### src/rtl/clbp_defines.vh
// Constants for the control and bulk list pointer registers
`ifndef CLBP_DEFINES_VH
`define CLBP_DEFINES_VH

`define CLBP_OFS_CTRL_CUR   8'h24
`define CLBP_OFS_BULK_HEAD  8'h28
`define CLBP_PTR_RESET      32'h00000000
`define CLBP_FIELD_RESET    28'h0000000
`define CLBP_FIELD_HI       31
`define CLBP_FIELD_LO       4
`define CLBP_RSVD_ZERO      4'h0
`define CLBP_CLF_BIT        1
`define CLBP_CLE_BIT        4

`define CLBP_ST_IDLE        2'h0
`define CLBP_ST_WALK        2'h1
`define CLBP_ST_END         2'h2

`endif

### src/rtl/clbp_reg_slice.v
// Pointer field register with load and software write paths
`timescale 1ns/1ps
module clbp_reg_slice
#(
  parameter W = 28
)
(
  // Clock and reset
  input  wire         core_clk,
  input  wire         rst_n,
  // Update paths, hardware load has priority
  input  wire         hw_load,
  input  wire [W-1:0] hw_value,
  input  wire         sw_load,
  input  wire [W-1:0] sw_value,
  // Stored field
  output reg  [W-1:0] field_r
);
  reg [W-1:0] field_nxt;

  always @*
  begin
    field_nxt = field_r;
    if (sw_load)
      field_nxt = sw_value;
    if (hw_load)
      field_nxt = hw_value;
  end

  always @(posedge core_clk)
  begin
    if (!rst_n)
      field_r <= {W{1'b0}};
    else
      field_r <= field_nxt;
  end
endmodule

### src/rtl/clbp_list_pointers.v
// Control current and bulk head list pointer register bank
// Functional notes
// - After serving the current control descriptor the pointer moves to the next one.
// - Each frame resumes control processing where the last frame stopped.
// - At the end of the control list the control-list-filled flag is examined.
// - With the flag set the pointer reloads from the head pointer and the flag clears.
// - With the flag clear nothing changes at the end of the list.
// - While enabled, reads return the live pointer and writes to the control current pointer are not taken; bulk head writes are.
// - The control current pointer resets to zero, and zero marks end of list.
// - Every bulk list traversal starts at the bulk head pointer.
// - During initialisation the bulk head is loaded from the communication area.
// - Each pointer is 32 bits with address in 31..4 and bits 3..0 reserved.
`timescale 1ns/1ps
`include "clbp_defines.vh"
module clbp_list_pointers
#(
  parameter FW = 28
)
(
  // Clock and reset
  input  wire          core_clk,
  input  wire          rst_n,
  // Register port
  input  wire [7:0]    reg_addr,
  input  wire          reg_wr,
  input  wire          reg_rd,
  input  wire [31:0]   reg_wdata,
  output reg  [31:0]   reg_rdata,
  // Related control and status bits
  input  wire [31:0]   host_control_register,
  input  wire          control_list_filled,
  output reg           clf_clear,
  input  wire [31:0]   control_list_head_pointer,
  // List engine events
  input  wire          frame_start,
  input  wire          ed_served,
  input  wire [31:0]   ed_next_pointer,
  input  wire          bulk_start,
  // Initialisation load from communication area
  input  wire          init_load,
  input  wire [31:0]   init_bulk_head,
  // Descriptor addresses for the list engine
  output reg  [31:0]   control_ed_addr,
  output reg  [31:0]   bulk_ed_addr,
  output reg           control_list_end,
  output reg           control_active
);

  // Field plus four zero bits gives a 16-byte aligned address
  function [31:0] ed_addr;
    input [FW-1:0] fld;
    begin
      ed_addr = {fld, `CLBP_RSVD_ZERO};
    end
  endfunction

  function [FW-1:0] ptr_field;
    input [31:0] v;
    begin
      ptr_field = v[`CLBP_FIELD_HI:`CLBP_FIELD_LO];
    end
  endfunction

  wire          cle = host_control_register[`CLBP_CLE_BIT];
  wire [FW-1:0] cur_field;
  wire [FW-1:0] bulk_field;
  reg  [1:0]    state_r;
  reg  [1:0]    state_nxt;
  reg           cur_hw_load;
  reg  [FW-1:0] cur_hw_value;
  wire          at_end = (cur_field == `CLBP_FIELD_RESET);

  // Writes while the list is enabled are dropped to protect the walk
  wire cur_sw_load = reg_wr && !cle &&
                     (reg_addr == `CLBP_OFS_CTRL_CUR);
  // Same priority as the slice, so the outputs track the stored field
  wire [FW-1:0] cur_next = cur_hw_load ? cur_hw_value :
                           (cur_sw_load ? ptr_field(reg_wdata) : cur_field);
  wire bulk_sw_load = reg_wr &&
                      (reg_addr == `CLBP_OFS_BULK_HEAD);
  // Low bits written as zero by software are not stored anyway
  wire [FW-1:0] bulk_wfield = ptr_field(reg_wdata);

  always @*
  begin
    state_nxt    = state_r;
    cur_hw_load  = 1'b0;
    cur_hw_value = cur_field;
    clf_clear    = 1'b0;
    case (state_r)
      `CLBP_ST_IDLE:
      begin
        // No reload to head on a new frame: pointer is kept
        if (cle && frame_start)
          state_nxt = `CLBP_ST_WALK;
      end
      `CLBP_ST_WALK:
      begin
        if (!cle)
          state_nxt = `CLBP_ST_IDLE;
        else if (at_end)
          state_nxt = `CLBP_ST_END;
        else if (ed_served)
        begin
          cur_hw_load  = 1'b1;
          cur_hw_value = ptr_field(ed_next_pointer);
        end
      end
      `CLBP_ST_END:
      begin
        if (control_list_filled)
        begin
          cur_hw_load  = 1'b1;
          cur_hw_value = ptr_field(control_list_head_pointer);
          clf_clear    = 1'b1;
        end
        // Flag clear: pointer and flag stay as they are
        // A frame start here must not be lost, so it is taken directly
        if (cle && frame_start)
          state_nxt = `CLBP_ST_WALK;
        else
          state_nxt = `CLBP_ST_IDLE;
      end
      default:
        state_nxt = `CLBP_ST_IDLE;
    endcase
  end

  always @(posedge core_clk)
  begin
    if (!rst_n)
      state_r <= `CLBP_ST_IDLE;
    else
      state_r <= state_nxt;
  end

  clbp_reg_slice #(.W(FW)) u_cur
  (
    .core_clk (core_clk),
    .rst_n    (rst_n),
    .hw_load  (cur_hw_load),
    .hw_value (cur_hw_value),
    .sw_load  (cur_sw_load),
    .sw_value (ptr_field(reg_wdata)),
    .field_r  (cur_field)
  );

  clbp_reg_slice #(.W(FW)) u_bulk
  (
    .core_clk (core_clk),
    .rst_n    (rst_n),
    .hw_load  (init_load),
    .hw_value (ptr_field(init_bulk_head)),
    .sw_load  (bulk_sw_load),
    .sw_value (bulk_wfield),
    .field_r  (bulk_field)
  );

  // Live value returned, no snapshot
  always @(posedge core_clk)
  begin
    if (!rst_n)
    begin
      reg_rdata        <= `CLBP_PTR_RESET;
      control_ed_addr  <= `CLBP_PTR_RESET;
      bulk_ed_addr     <= `CLBP_PTR_RESET;
      control_list_end <= 1'b1;
      control_active   <= 1'b0;
    end
    else
    begin
      if (reg_rd)
      begin
        if (reg_addr == `CLBP_OFS_CTRL_CUR)
          reg_rdata <= ed_addr(cur_field);
        else if (reg_addr == `CLBP_OFS_BULK_HEAD)
          reg_rdata <= ed_addr(bulk_field);
        else
          reg_rdata <= `CLBP_PTR_RESET;
      end
      control_ed_addr  <= ed_addr(cur_next);
      if (bulk_start)
        bulk_ed_addr <= ed_addr(bulk_field);
      control_list_end <= (cur_next == `CLBP_FIELD_RESET);
      control_active   <= (state_nxt == `CLBP_ST_WALK);
    end
  end

endmodule

### config.mk
export PLATFORM = sky130hd
export DESIGN_NAME = clbp_list_pointers
export DESIGN_NICKNAME = d
export VERILOG_FILES = /design/src/rtl/clbp_reg_slice.v /design/src/rtl/clbp_list_pointers.v
export VERILOG_INCLUDE_DIRS = /design/src /design/src/rtl
export SDC_FILE = /design/constraint.sdc
export NUM_CORES = 1
export LEC_CHECK = 0
export CAP_MARGIN = 20
export CORE_MARGIN = 5
export CORE_UTILIZATION = 45
export CTS_CLUSTER_SIZE = 30
export DETAILED_ROUTE_END_ITERATION = 16
export DONT_BUFFER_PORTS = 1
export GPL_ROUTABILITY_DRIVEN = 0
export PLACE_DENSITY_LB_ADDON = 0.08
export SYNTH_ARGS = -nofsm -noshare
export SYNTH_HDL_FRONTEND = slang
export SYNTH_HIERARCHICAL = 1
export SYNTH_SLANG_ARGS = --single-unit
### constraint.sdc
create_clock -name core_clk -period 2.4 [get_ports core_clk]
set_input_delay 0.24 -clock core_clk [delete_from_list [all_inputs] [get_ports core_clk]]
set_output_delay 0.24 -clock core_clk [all_outputs]
set_load 0.05 [all_outputs]
# Word level (Yosys, flattened, before mapping)
# Cells that the tools add are included.
[op_classes]
eq_ne = 5
n_reduce_logical = 9
n_mux = 22
[op_table]
columns = ["operator", "n"]
rows = [
  ["$mux 28", 8],
  ["$mux 32", 2],
  ["$logic_not 28->1", 2],
  ["$pmux 28 s2", 1],
  ["$eq 8x6->1 const B", 2],
  ["$mux 1", 6],
  ["$mux 2", 3],
  ["$pmux 2 s3", 1],
  ["$eq 2x1->1 const B", 2],
  ["$logic_and 1x1->1", 4],
  ["$eq 2x2->1 const B", 1],
  ["$logic_not 2->1", 1],
  ["$pmux 1 s2", 1],
  ["$reduce_bool 2->1", 1],
  ["$logic_not 1->1", 1],
]
[totals]
inputBits = 177
regBits = 124
wordCells = 44

# Depth between registers and ports, before layout
# Gate-level depths: netlist of run 1.
[depth]
depth_word = 6
mapped_depth = 11
mapped_depth_nobuf = 8

# Hierarchy
# The synthesis of run 1 kept the hierarchy.
[modules_own_cells]
columns = ["module", "area_per_inst_um2", "cells_per_inst", "n_inst"]
rows = [
  ["clbp_list_pointers", 5331.4, 619, 1],
  ["clbp_reg_slice", 1515.2, 124, 2],
]

# Worst setup path before layout of run 1
# Ideal clock, no wire load.
[synth_timing]
path_type = "register -> register"
from = "register state_r[0]"
to = "register control_list_end"
n_path_buf = 3
slack_ps = -270
t_required_ps = 2313
path_stages_with_launch = 12
t_arrival_ps = 2583
cell_sequence = "dfxtp_1 inv_1 ha_1 and2_1 clkbuf_1 or2_2 clkbuf_1 clkbuf_1 a32oi_1 nor4_1 nand4_1 o31ai_1"
[synth_between]
elab_chain_len = 4
[synth_rtl]
columns = ["item", "line", "rtl"]
rows = [
  ["from (decl)", "clbp_list_pointers.v:67", "reg [1:0] state_r;"],
  ["from (signal assigned)", "clbp_list_pointers.v:132", "state_r <= `CLBP_ST_IDLE;"],
  ["from (signal assigned)", "clbp_list_pointers.v:134", "state_r <= state_nxt;"],
  ["$eq 2x2->1 or $eq 2x1->1 (tied branches)", "n/a", ""],
  ["$pmux 28 s2 or $pmux 1 s2 (tied branches)", "clbp_list_pointers.v:90", "case (state_r)"],
  ["$mux 28 (*)", "n/a", ""],
  ["$logic_not 28->1 (no source line) (*)", "n/a", ""],
  ["to (signal assigned)", "clbp_list_pointers.v:184", "control_list_end <= (cur_next == `CLBP_FIELD_RESET);"],
  ["to (decl)", "clbp_list_pointers.v:45", "output reg control_list_end,"],
]
# Every way passes the cells marked *; elsewhere a longest branch is shown, timed or not.
# A chain may end at the register's enable or synchronous reset.

# Final worst setup path of run 1
[layout_timing]
from = "register u_cur.field_r[11]"
to = "register control_list_end"
[layout_between]
elab_chain_len = 6
[layout_rtl]
columns = ["item", "line", "rtl"]
rows = [
  ["from (decl)", "clbp_reg_slice.v:17", "output reg [W-1:0] field_r"],
  ["from (signal assigned)", "clbp_reg_slice.v:33", "field_r <= {W{1'b0}};"],
  ["from (signal assigned)", "clbp_reg_slice.v:35", "field_r <= field_nxt;"],
  ["$logic_not 28->1 (no source line) or $mux 28 (tied branches)", "n/a", ""],
  ["$mux 28 or $mux 1 (tied branches)", "clbp_list_pointers.v:101", "else if (at_end)"],
  ["$mux 28 or $mux 1 (tied branches)", "clbp_list_pointers.v:99", "if (!cle)"],
  ["$pmux 28 s2 or $pmux 1 s2 (tied branches)", "clbp_list_pointers.v:90", ""],
  ["$mux 28 (*)", "n/a", ""],
  ["$logic_not 28->1 (no source line) (*)", "n/a", ""],
]
# Marks and branches as above.

==> results.toml, run 1 <==
[grt]
grt_max_degree = 77
antenna_found_initial = 2
track_usage_pct = 25.75
grt_overflow = 0
grt_pass1_vias = 7119
grt_pass1_wl_um = 42900

[cells_and_area]
regArea_um2 = 2889
fillers = 1609
syn2layout_area_growth_pct = 19.18
final_common_cell = "dfxtp_1"
stdcell_area_um2 = 9966
multi_input_area_um2 = 5246
drive_gt1_share_pct = 29.31
nNetsFinal = 1097
mostFrequentLayoutCells = "dfxtp_1 (139), nor2_1 (91), buf_4 (87)"

[job]
cap_viol_max_count = 0

[die]
ios = 276
die_area_um2 = 21410
row_count = 49
die_w_um = 146.3
die_h_um = 146.3
coreArea_um2 = 18150
start_util_pct = 46.08

[logic_synthesis]
synth-seq-cells = 144
syn_inst = 867
yosysSeqAreaShare_pct = 34.48
syn_area_um2 = 8362
yosysWarnings = 6
synth.top_cell.area_share_pct = 34.48
synth_area_leader_cell = "dfxtp_1"
synthArstFlopShare_pct = 0
yosysUniqueCellTypes = 46
synth_edf_count = 0
syn_area_per_cell_um2 = 9.644
synth_area_leaders = "dfxtp_1 (34%), mux2_2 (8.2%), mux2_4 (7.4%)"
synth_flop_cell = "dfxtp_1"

[routing]
wirelength_um = 28630
drt_pass1_iterations = 5
drtIter0Drc = 429
drc = 0
via_per_inst = 6.077
drt.antenna.violating_nets = 0
wl_per_cell_um = 24.68
dr_total_vias = 7049

[placement]
io_buffers = 0
dp_hpwl_um = 19830
dpl_worst_slack_ns = -0.3348
placed_area_um2 = 8886

[pwr]
ir_worst_vdd_mv = 0.5014
power_density_nw_per_um2 = 634.1
p_leak_nw = 4.583
fin_total_pwr_mw = 6.319

[critical_path]
max_stage_delay_ns = 0.34
crit_type = "reg -> reg"
required_ns = 2.73
cp.arrival_ns = 2.87
crit_chain = "nor4_4 > nand4_2 > o211ai_4 > buf_6 > mux2i_2 > o211ai_1 > o22ai_2 > nand4_1 > o31ai_1"
crit_path_end_kind = "flop"
setup.worst_path.start_class = "flop"
cp_slowest_cell = "dfxtp_1"
crit_path_max_fanout = 8

[timing]
slew_headroom_pct = 37.94
finalSetupViolCount = 29
timing.final.crit_period_ns = 2.539
whs_ns = 0.01117
setup_ws_ns = -0.1388
hold_viol = 0
fin_crit_sh_pct = 105.8
tightest_slew_ns = 0.9279
finalMaxSlewViolations = 0
finClkSkew_ns = 0.01050
rsz0062_at_grt = "true"
fmax_mhz = 393.9
finalSetupTns_ns = -2.239

[clock_tree]
clock_sinks = 144
clockRootBuffer = "clkbuf_16"
clkLatencyLatePin_ns = 0.42
cts_buffers = 17
htreeDepth = 4
clk_path_buf_depth = 2
path_clk_slew_ns = 0.06
tritoncts = "done"

[run_status]
violations = "negative setup slack"
outcome = "finished with violations"

[worst_hold_path]
hp-class = "in -> reg"
cells by family after synthesis:
logic type,Yosys count,synth area share (%)
AOI/OAI and AO/OA,204,19.72
adders and majority gates,4,0.5986
buffers and inverters,94,6.195
DFF,144,34.48
muxes,168,23.63
other,1,0.04485
and+or+nand+nor,252,15.34
through the flow:
step / std cells / utilization [%]
final: 1160 / 54.92
after global routing: 1159 / 54.90
after CTS: 1154 / 54.32
after detailed placement: 1109 / 48.97
after global placement: 1109 / 48.97
after floorplan: 878 / -
area by class of cell:
cell class / instances / share of cell area [%]
repair buffers: 107 / 9.140
well taps: 229 / 2.875
clock inverters: 11 / 1.569
multi-input cells: 640 / 52.64
clock buffers: 20 / 4.482
diodes: 3 / 0.07533
flip-flops and latches: 144 / 28.99
inverters: 6 / 0.2260
synthesized netlist by cell type, types with 2 or more instances:
| master | number |
|---|---|
| buf_4 | 14 |
| mux2_2 | 61 |
| buf_6 | 3 |
| dfxtp_1 | 144 |
| clkbuf_1 | 54 |
| ha_1 | 4 |
| inv_1 | 5 |
| o21a_1 | 4 |
| and4b_1 | 2 |
| nand2_1 | 55 |
| nor2_1 | 91 |
| clkbuf_2 | 2 |
| mux2_1 | 10 |
| mux2i_1 | 56 |
| a21boi_0 | 24 |
| nand4_1 | 2 |
| and2_1 | 27 |
| nor4_1 | 9 |
| mux2_4 | 41 |
| a211oi_1 | 28 |
| nand2b_1 | 33 |
| a32oi_1 | 24 |
| a22oi_1 | 28 |
| buf_12 | 4 |
| o211a_1 | 56 |
| or2b_1 | 24 |
| buf_2 | 9 |
| nor4_2 | 4 |
| o211ai_1 | 5 |
| o22ai_1 | 4 |
| a21oi_1 | 25 |
routing by layer:
metal | GRT usage, % | wire (um)
met3 | 7.096 | 2537
met5 | 0 | 0
met4 | 10.40 | 842
met1 | 33.64 | 12200
met2 | 40.33 | 13050
what timing repair did:
| action | 4_1_cts | 5_1_grt |
|---|---|---|
| gates resized for setup | 33 | 15 |
| setup buffers | 3 | 2 |
| pin swaps | 19 | 7 |
| endpoints found under the hold margin | 131 | 1 |
| hold buffers | 12 | 1 |
| endpoints found under the setup margin | 48 | 55 |
state kept, by name, summed over array words and instances, names as in the netlist:
signal,flops
state_r,2
control_active,1
u_bulk/field_r,28
bulk_ed_addr,28
control_list_end,1
u_cur/field_r,28
reg_rdata,28
control_ed_addr,28
final timing paths:
| check | end | slack, ns | cells past startpoint | startpoint |
|---|---|---|---|---|
| worst min-delay path | bulk_ed_addr[12]$_SDFFE_PN0P_ | 0.01 | 2 | bulk_start |
| worst max-delay path | control_list_end$_SDFF_PN1_ | -0.14 | 9 | u_cur/field_r[11]$_SDFFE_PN0P_ |
| worst min register to register | bulk_ed_addr[4]$_SDFFE_PN0P_ | 0.53 | 2 | u_bulk/field_r[0]$_SDFFE_PN0P_ |
| worst max register to register | control_list_end$_SDFF_PN1_ | -0.14 | 9 | u_cur/field_r[11]$_SDFFE_PN0P_ |
power by group:
group | switching, mW | internal, mW | total [mW]
Sequential | 0.262 | 2.49 | 2.75
Combinational | 0.442 | 0.398 | 0.840
Clock | 1.06 | 1.67 | 2.73
critical path, delay by kind of cell, from the launching register on:
kind / cells / cell delay (ns)
mux: 1 / 0.24
buf+inv: 1 / 0.19
compound gates: 4 / 0.93
simple gates: 3 / 0.73
flops: 1 / 0.34
Note: power is estimated with default switching activity, not from simulation.
==> run 2: changes to the inputs <==
ABC_AREA = 1   (was not set)
==> results.toml, run 2 <==
[die]
ios = 276
row_count = 51
start_util_pct = 45.47
die_h_um = 149.8
coreArea_um2 = 19330
die_area_um2 = 22430
die_w_um = 149.8

[routing]
drc = 0
met3WireLength_um = 3293
wl_met2_um = 12920
drtIter0Drc = 768
dr_total_vias = 8579
wl_met1_um = 14310
drt.antenna.violating_nets = 0
drt_pass1_iterations = 5
wirelength_um = 31080
wl_per_cell_um = 19.25
dr.max_layer_used = "met4"
via_per_inst = 5.315

[logic_synthesis]
yosysSeqAreaShare_pct = 32.79
synth_flop_cell = "dfxtp_1"
synthTopCellsByCount = "nand2_1 (410), inv_1 (157), nand3_1 (156), dfxtp_1 (144), o21ai_0 (90)"
synth-xor-area-share_pct = 0
synth_top_family_by_area = "simple AND/OR/NAND/NOR gates"
synth-compound-area-share_pct = 15.98
yosysUniqueCellTypes = 29
synth.top_cell.area_share_pct = 32.79
synth_area_leader_cell = "dfxtp_1"
syn_area_per_cell_um2 = 6.503
synth.most_common_cell = "nand2_1"
muxShareOfSynthArea_pct = 0
yosysWarnings = 6
synthAdderAreaFrac_pct = 0.5692
synthArstFlopShare_pct = 0
synth_edf_count = 0
syn_area_um2 = 8792
syn_inst = 1352
synth_area_leaders = "dfxtp_1 (33%), nand2_1 (18%), nand3_1 (8.9%)"
synth-simple-area-share_pct = 36.16
synth-seq-cells = 144

[clock_tree]
clkLatencyLatePin_ns = 0.43
clk_path_buf_depth = 2
path_clk_slew_ns = 0.07
tritoncts = "done"
clock_sinks = 144
cts_buffers = 17
htreeDepth = 4
clockRootBuffer = "clkbuf_16"

[cells_and_area]
diodes = 0
mostFrequentLayoutCells = "nand2_1 (409), inv_1 (157), nand3_1 (156)"
final_cell_count_no_fill = 1614
syn2layout_area_growth_pct = 9.947
final_common_cell = "nand2_1"
nNetsFinal = 1517
drive_gt1_share_pct = 12.31
stdcell_area_um2 = 9667

[worst_hold_path]
hp-class = "in -> reg"

[pwr]
switching_share_pct = 31.97
p_leak_nw = 4.768
p_switching_mw = 1.914
seqPwrFrac_pct = 45.7
power_frac_comb_pct = 10.7
fin_total_pwr_mw = 5.986
ir_worst_vdd_mv = 0.4905
clock_power_share_pct = 43.6
p_int_mw = 4.072
power_density_nw_per_um2 = 619.3

[grt]
track_usage_pct = 27.05
antenna_found_initial = 0
grt_max_degree = 109
grt_overflow = 0
grt_pass1_vias = 7896
grt_pass1_wl_um = 46480

[critical_path]
required_ns = 2.77
crit_path_end_kind = "flop"
cp.arrival_ns = 2.63
crit_type = "reg -> reg"
crit_path_max_fanout = 30
setup.worst_path.start_class = "flop"

[timing]
finalMaxSlewViolations = 0
timing.final.crit_period_ns = 2.258
slew_headroom_pct = 23.48
fin_crit_sh_pct = 94.09
finalSetupTns_ns = 0
finalSetupViolCount = 0
hold_viol = 0
finClkSkew_ns = 0.009383
tightest_slew_ns = 1.144
rsz0062_at_grt = "false"
fmax_mhz = 442.8

[job]
cap_viol_max_count = 0

[placement]
io_buffers = 0
placed_area_um2 = 8969
dp_hpwl_um = 21210
dp_cells = 1574

[run_status]
outcome = "completed"
## run 2: power by group through the flow
stage	clock, mW	combinational, mW	sequential, mW
3_3_place_gp	0	0.560	2.79
2_1_floorplan	0	0.538	2.77
5_1_grt	2.76	0.709	2.75
6_report	2.61	0.639	2.74
4_1_cts	2.65	0.624	2.74
3_5_place_dp	0	0.564	2.79
## run 2: routing by layer
metal / up-vias / track usage, %
met5: - / 0
met4: 0 / 7.228
met3: 29 / 7.813
met2: 385 / 38.55
met1: 3845 / 39.78
li1: 4320 / -
## run 2: worst paths after layout
| kind | from | end | slack [ns] | cells after the start |
|---|---|---|---|---|
| hold / removal | bulk_start | bulk_ed_addr[26]$_SDFFE_PN0P_ | 0.01 | 2 |
| setup / recovery | state_r[1]$_SDFF_PN0_ | control_list_end$_SDFF_PN1_ | 0.14 | 13 |
| hold reg to reg | u_bulk/field_r[2]$_SDFFE_PN0P_ | bulk_ed_addr[6]$_SDFFE_PN0P_ | 0.49 | 2 |
| setup reg to reg | state_r[1]$_SDFF_PN0_ | control_list_end$_SDFF_PN1_ | 0.14 | 13 |
## run 2: final cells by class
| type | instances | area, um2 |
|---|---|---|
| Sequential cell | 144 | 2883 |
| Clock buffer | 18 | 429.2 |
| Clock inverter | 14 | 143.9 |
| Multi-Input combinational cell | 948 | 4702 |
| Timing Repair Buffer | 60 | 558.0 |
| Tap cell | 265 | 331.6 |
| Inverter | 165 | 619.3 |
| Fill cell | 2065 | 9668 |
## run 2: cell families after synthesis
logic type               count (synthesis)
adder cells (fa/ha/maj)                  4
AND/OR/NAND/NOR                        700
other                                    1
flip-flops                             144
AO/OA/AOI/OAI                          232
buffers and inverters                  271
## run 2: repair_timing
item	CTS	global route
resized for setup	0	8
hold buffers	5	0
setup endpoints to repair	0	29
endpoints found under the hold margin	113	0
setup buffers	0	2
## run 2: per-stage QoR
| stage | utilization (%) | worst slack [ns] | hold WS (ns) |
|---|---|---|---|
| after floorplan | - | 0.3919 | 0.4144 |
| after global placement | 46.39 | 0.1154 | 0.3358 |
| after detailed placement | 46.39 | 0.07476 | 0.3382 |
| after CTS | 49.70 | 0.05725 | 0.005120 |
| after global routing | 50.00 | 0.004738 | 0.01062 |
| final | 50.00 | 0.1419 | 0.01328 |
## run 2: critical path, cell delays in order (launching register included)
cell and delay [ns]:
dfxtp_1 0.40, inv_1 0.11, ha_2 0.39, inv_2 0.07
buf_12 0.16, a21oi_1 0.24, nand3_1 0.11, nand2_1 0.13
nand2_1 0.06, nor2_1 0.11, nand2_1 0.11, nor2_4 0.14
nand2_1 0.07, nand2_1 0.05
==> run 3: changes to the inputs <==
ABC_AREA = not set   (was 1)
SKIP_CTS_REPAIR_TIMING = 1   (was not set)
==> results.toml, run 3 (same netlist as run 1, synthesis figures left out) <==
[job]
cap_viol_max_count = 0

[critical_path]
crit_chain = "nor4_2 > nand4_2 > o2111a_1 > o21ai_2 > buf_6 > buf_4 > a32oi_4 > nor4_1 > nand4_1 > o31ai_1"
path_buf_inv = 2
max_stage_delay_ns = 0.35
worst-r2r-cell-count = 10
setup.worst_path.start_class = "flop"
crit_type = "reg -> reg"
crit_family = "simple AND/OR/NAND/NOR gates"
crit_path_end_kind = "flop"
path_depth = 10
cp_slowest_cell = "nor4_1"
cp.arrival_ns = 2.90
crit_path_max_fanout = 5
required_ns = 2.73

[routing]
drt_pass1_iterations = 7
wl_per_cell_um = 25.04
dr_total_vias = 7068
wirelength_um = 28930
via_per_inst = 6.119
drtIter0Drc = 458
drt.antenna.violating_nets = 0
drc = 0

[pwr]
p_leak_nw = 4.603
seqPwrFrac_pct = 43.4
power_density_nw_per_um2 = 628.3
power_frac_comb_pct = 13.4
clock_power_share_pct = 43.1
fin_total_pwr_mw = 6.330
switching_share_pct = 28.06
p_switching_mw = 1.776
ir_worst_vdd_mv = 0.4886
p_int_mw = 4.554

[run_status]
outcome = "finished with violations"
violations = "negative hold slack, negative setup slack"

[placement]
dp_hpwl_um = 19830
dp_cells = 1109
io_buffers = 0
placed_area_um2 = 8886

[clock_tree]
cts_buffers = 17
tritoncts = "done"
clock_sinks = 144
htreeDepth = 4
path_clk_slew_ns = 0.06
clockRootBuffer = "clkbuf_16"
clkLatencyLatePin_ns = 0.42
clk_path_buf_depth = 2

[die]
row_count = 49
die_area_um2 = 21410
start_util_pct = 46.08
die_h_um = 146.3
die_w_um = 146.3
coreArea_um2 = 18150
ios = 276

[grt]
track_usage_pct = 24.37
grt_max_degree = 84
antenna_found_initial = 3
grt_overflow = 0
grt_pass1_wl_um = 40900
grt_pass1_vias = 6856

[cells_and_area]
fillers = 1594
regArea_um2 = 2887
multi_input_area_um2 = 5389
mostFrequentLayoutCells = "dfxtp_1 (141), nor2_1 (91), buf_4 (84)"
nNetsFinal = 1091
final_cell_count_no_fill = 1155
drive_gt1_share_pct = 30.26
finish.utilization_pct = 55.52
final_common_cell = "dfxtp_1"
stdcell_area_um2 = 10070
syn2layout_area_growth_pct = 20.49

[timing]
finClkSkew_ns = 0.01173
setup_ws_ns = -0.1684
timing.final.crit_period_ns = 2.568
whs_ns = -0.008253
fin_crit_sh_pct = 107.0
slew_headroom_pct = 34.74
fmax_mhz = 389.3
tightest_slew_ns = 0.9756
finalSetupViolCount = 30
rsz0062_at_grt = "true"
finalMaxSlewViolations = 0
hold_viol = 6

[worst_hold_path]
hp-class = "in -> reg"
holdPathStages = 2
run 3: cell types whose count changed in the layout (fill, tap and decap cells not counted), sizes merged, moves of 88 or more:
| cell | before | now |
|---|---|---|
| inv | 173 | 8 |
| nand3 | 197 | 1 |
| mux2 | 0 | 112 |
| nand2 | 431 | 55 |
| o21ai | 90 | 2 |
run 3: routing by layer:
layer	track usage [%]	vias up	part of all wire (%)
li1	-	3214	-
met1	32.41	3486	43
met2	38.30	324	46
met3	6.136	44	8.8
met4	9.031	0	2.5
met5	0	-	0
run 3: stage by stage:
step / setup slack, ns / hold WS (ns) / setup TNS [ns]
global placement: -0.3747 / 0.3327 / -7.551
finish: -0.1684 / -0.008253 / -2.153
detailed placement: -0.3348 / 0.3304 / -7.070
CTS: -0.3600 / -0.1017 / -7.763
global route: -0.2771 / 0.001041 / -5.266
floorplan: 0.002240 / 0.3617 / 0
run 3: path summary, 6_finish.rpt:
| check | from | to | slack, ns |
|---|---|---|---|
| setup / recovery | u_cur/field_r[0]$_SDFFE_PN0P_ | control_list_end$_SDFF_PN1_ | -0.17 |
| hold / removal | bulk_start | bulk_ed_addr[8]$_SDFFE_PN0P_ | -0.008 |
| setup reg to reg | u_cur/field_r[0]$_SDFFE_PN0P_ | control_list_end$_SDFF_PN1_ | -0.17 |
| hold reg to reg | u_bulk/field_r[0]$_SDFFE_PN0P_ | bulk_ed_addr[4]$_SDFFE_PN0P_ | 0.53 |
run 3: layout make-up:
type | count | area share (%)
inverters | 6 | 0.2235
multi-input cells | 640 | 53.49
clock inverters | 11 | 1.552
well taps | 229 | 2.844
diodes | 4 | 0.09935
flip-flops and latches | 144 | 28.65
clock buffers | 20 | 4.434
repair buffers | 101 | 8.706
run 3: power groups by stage:
stage	Combinational, mW	Clock (mW)	Sequential (mW)
floorplan	0.598	0	2.78
global placement	0.695	0	2.80
detailed placement	0.710	0	2.80
CTS	0.715	2.77	2.75
global route	0.915	2.90	2.76
finish	0.851	2.73	2.75
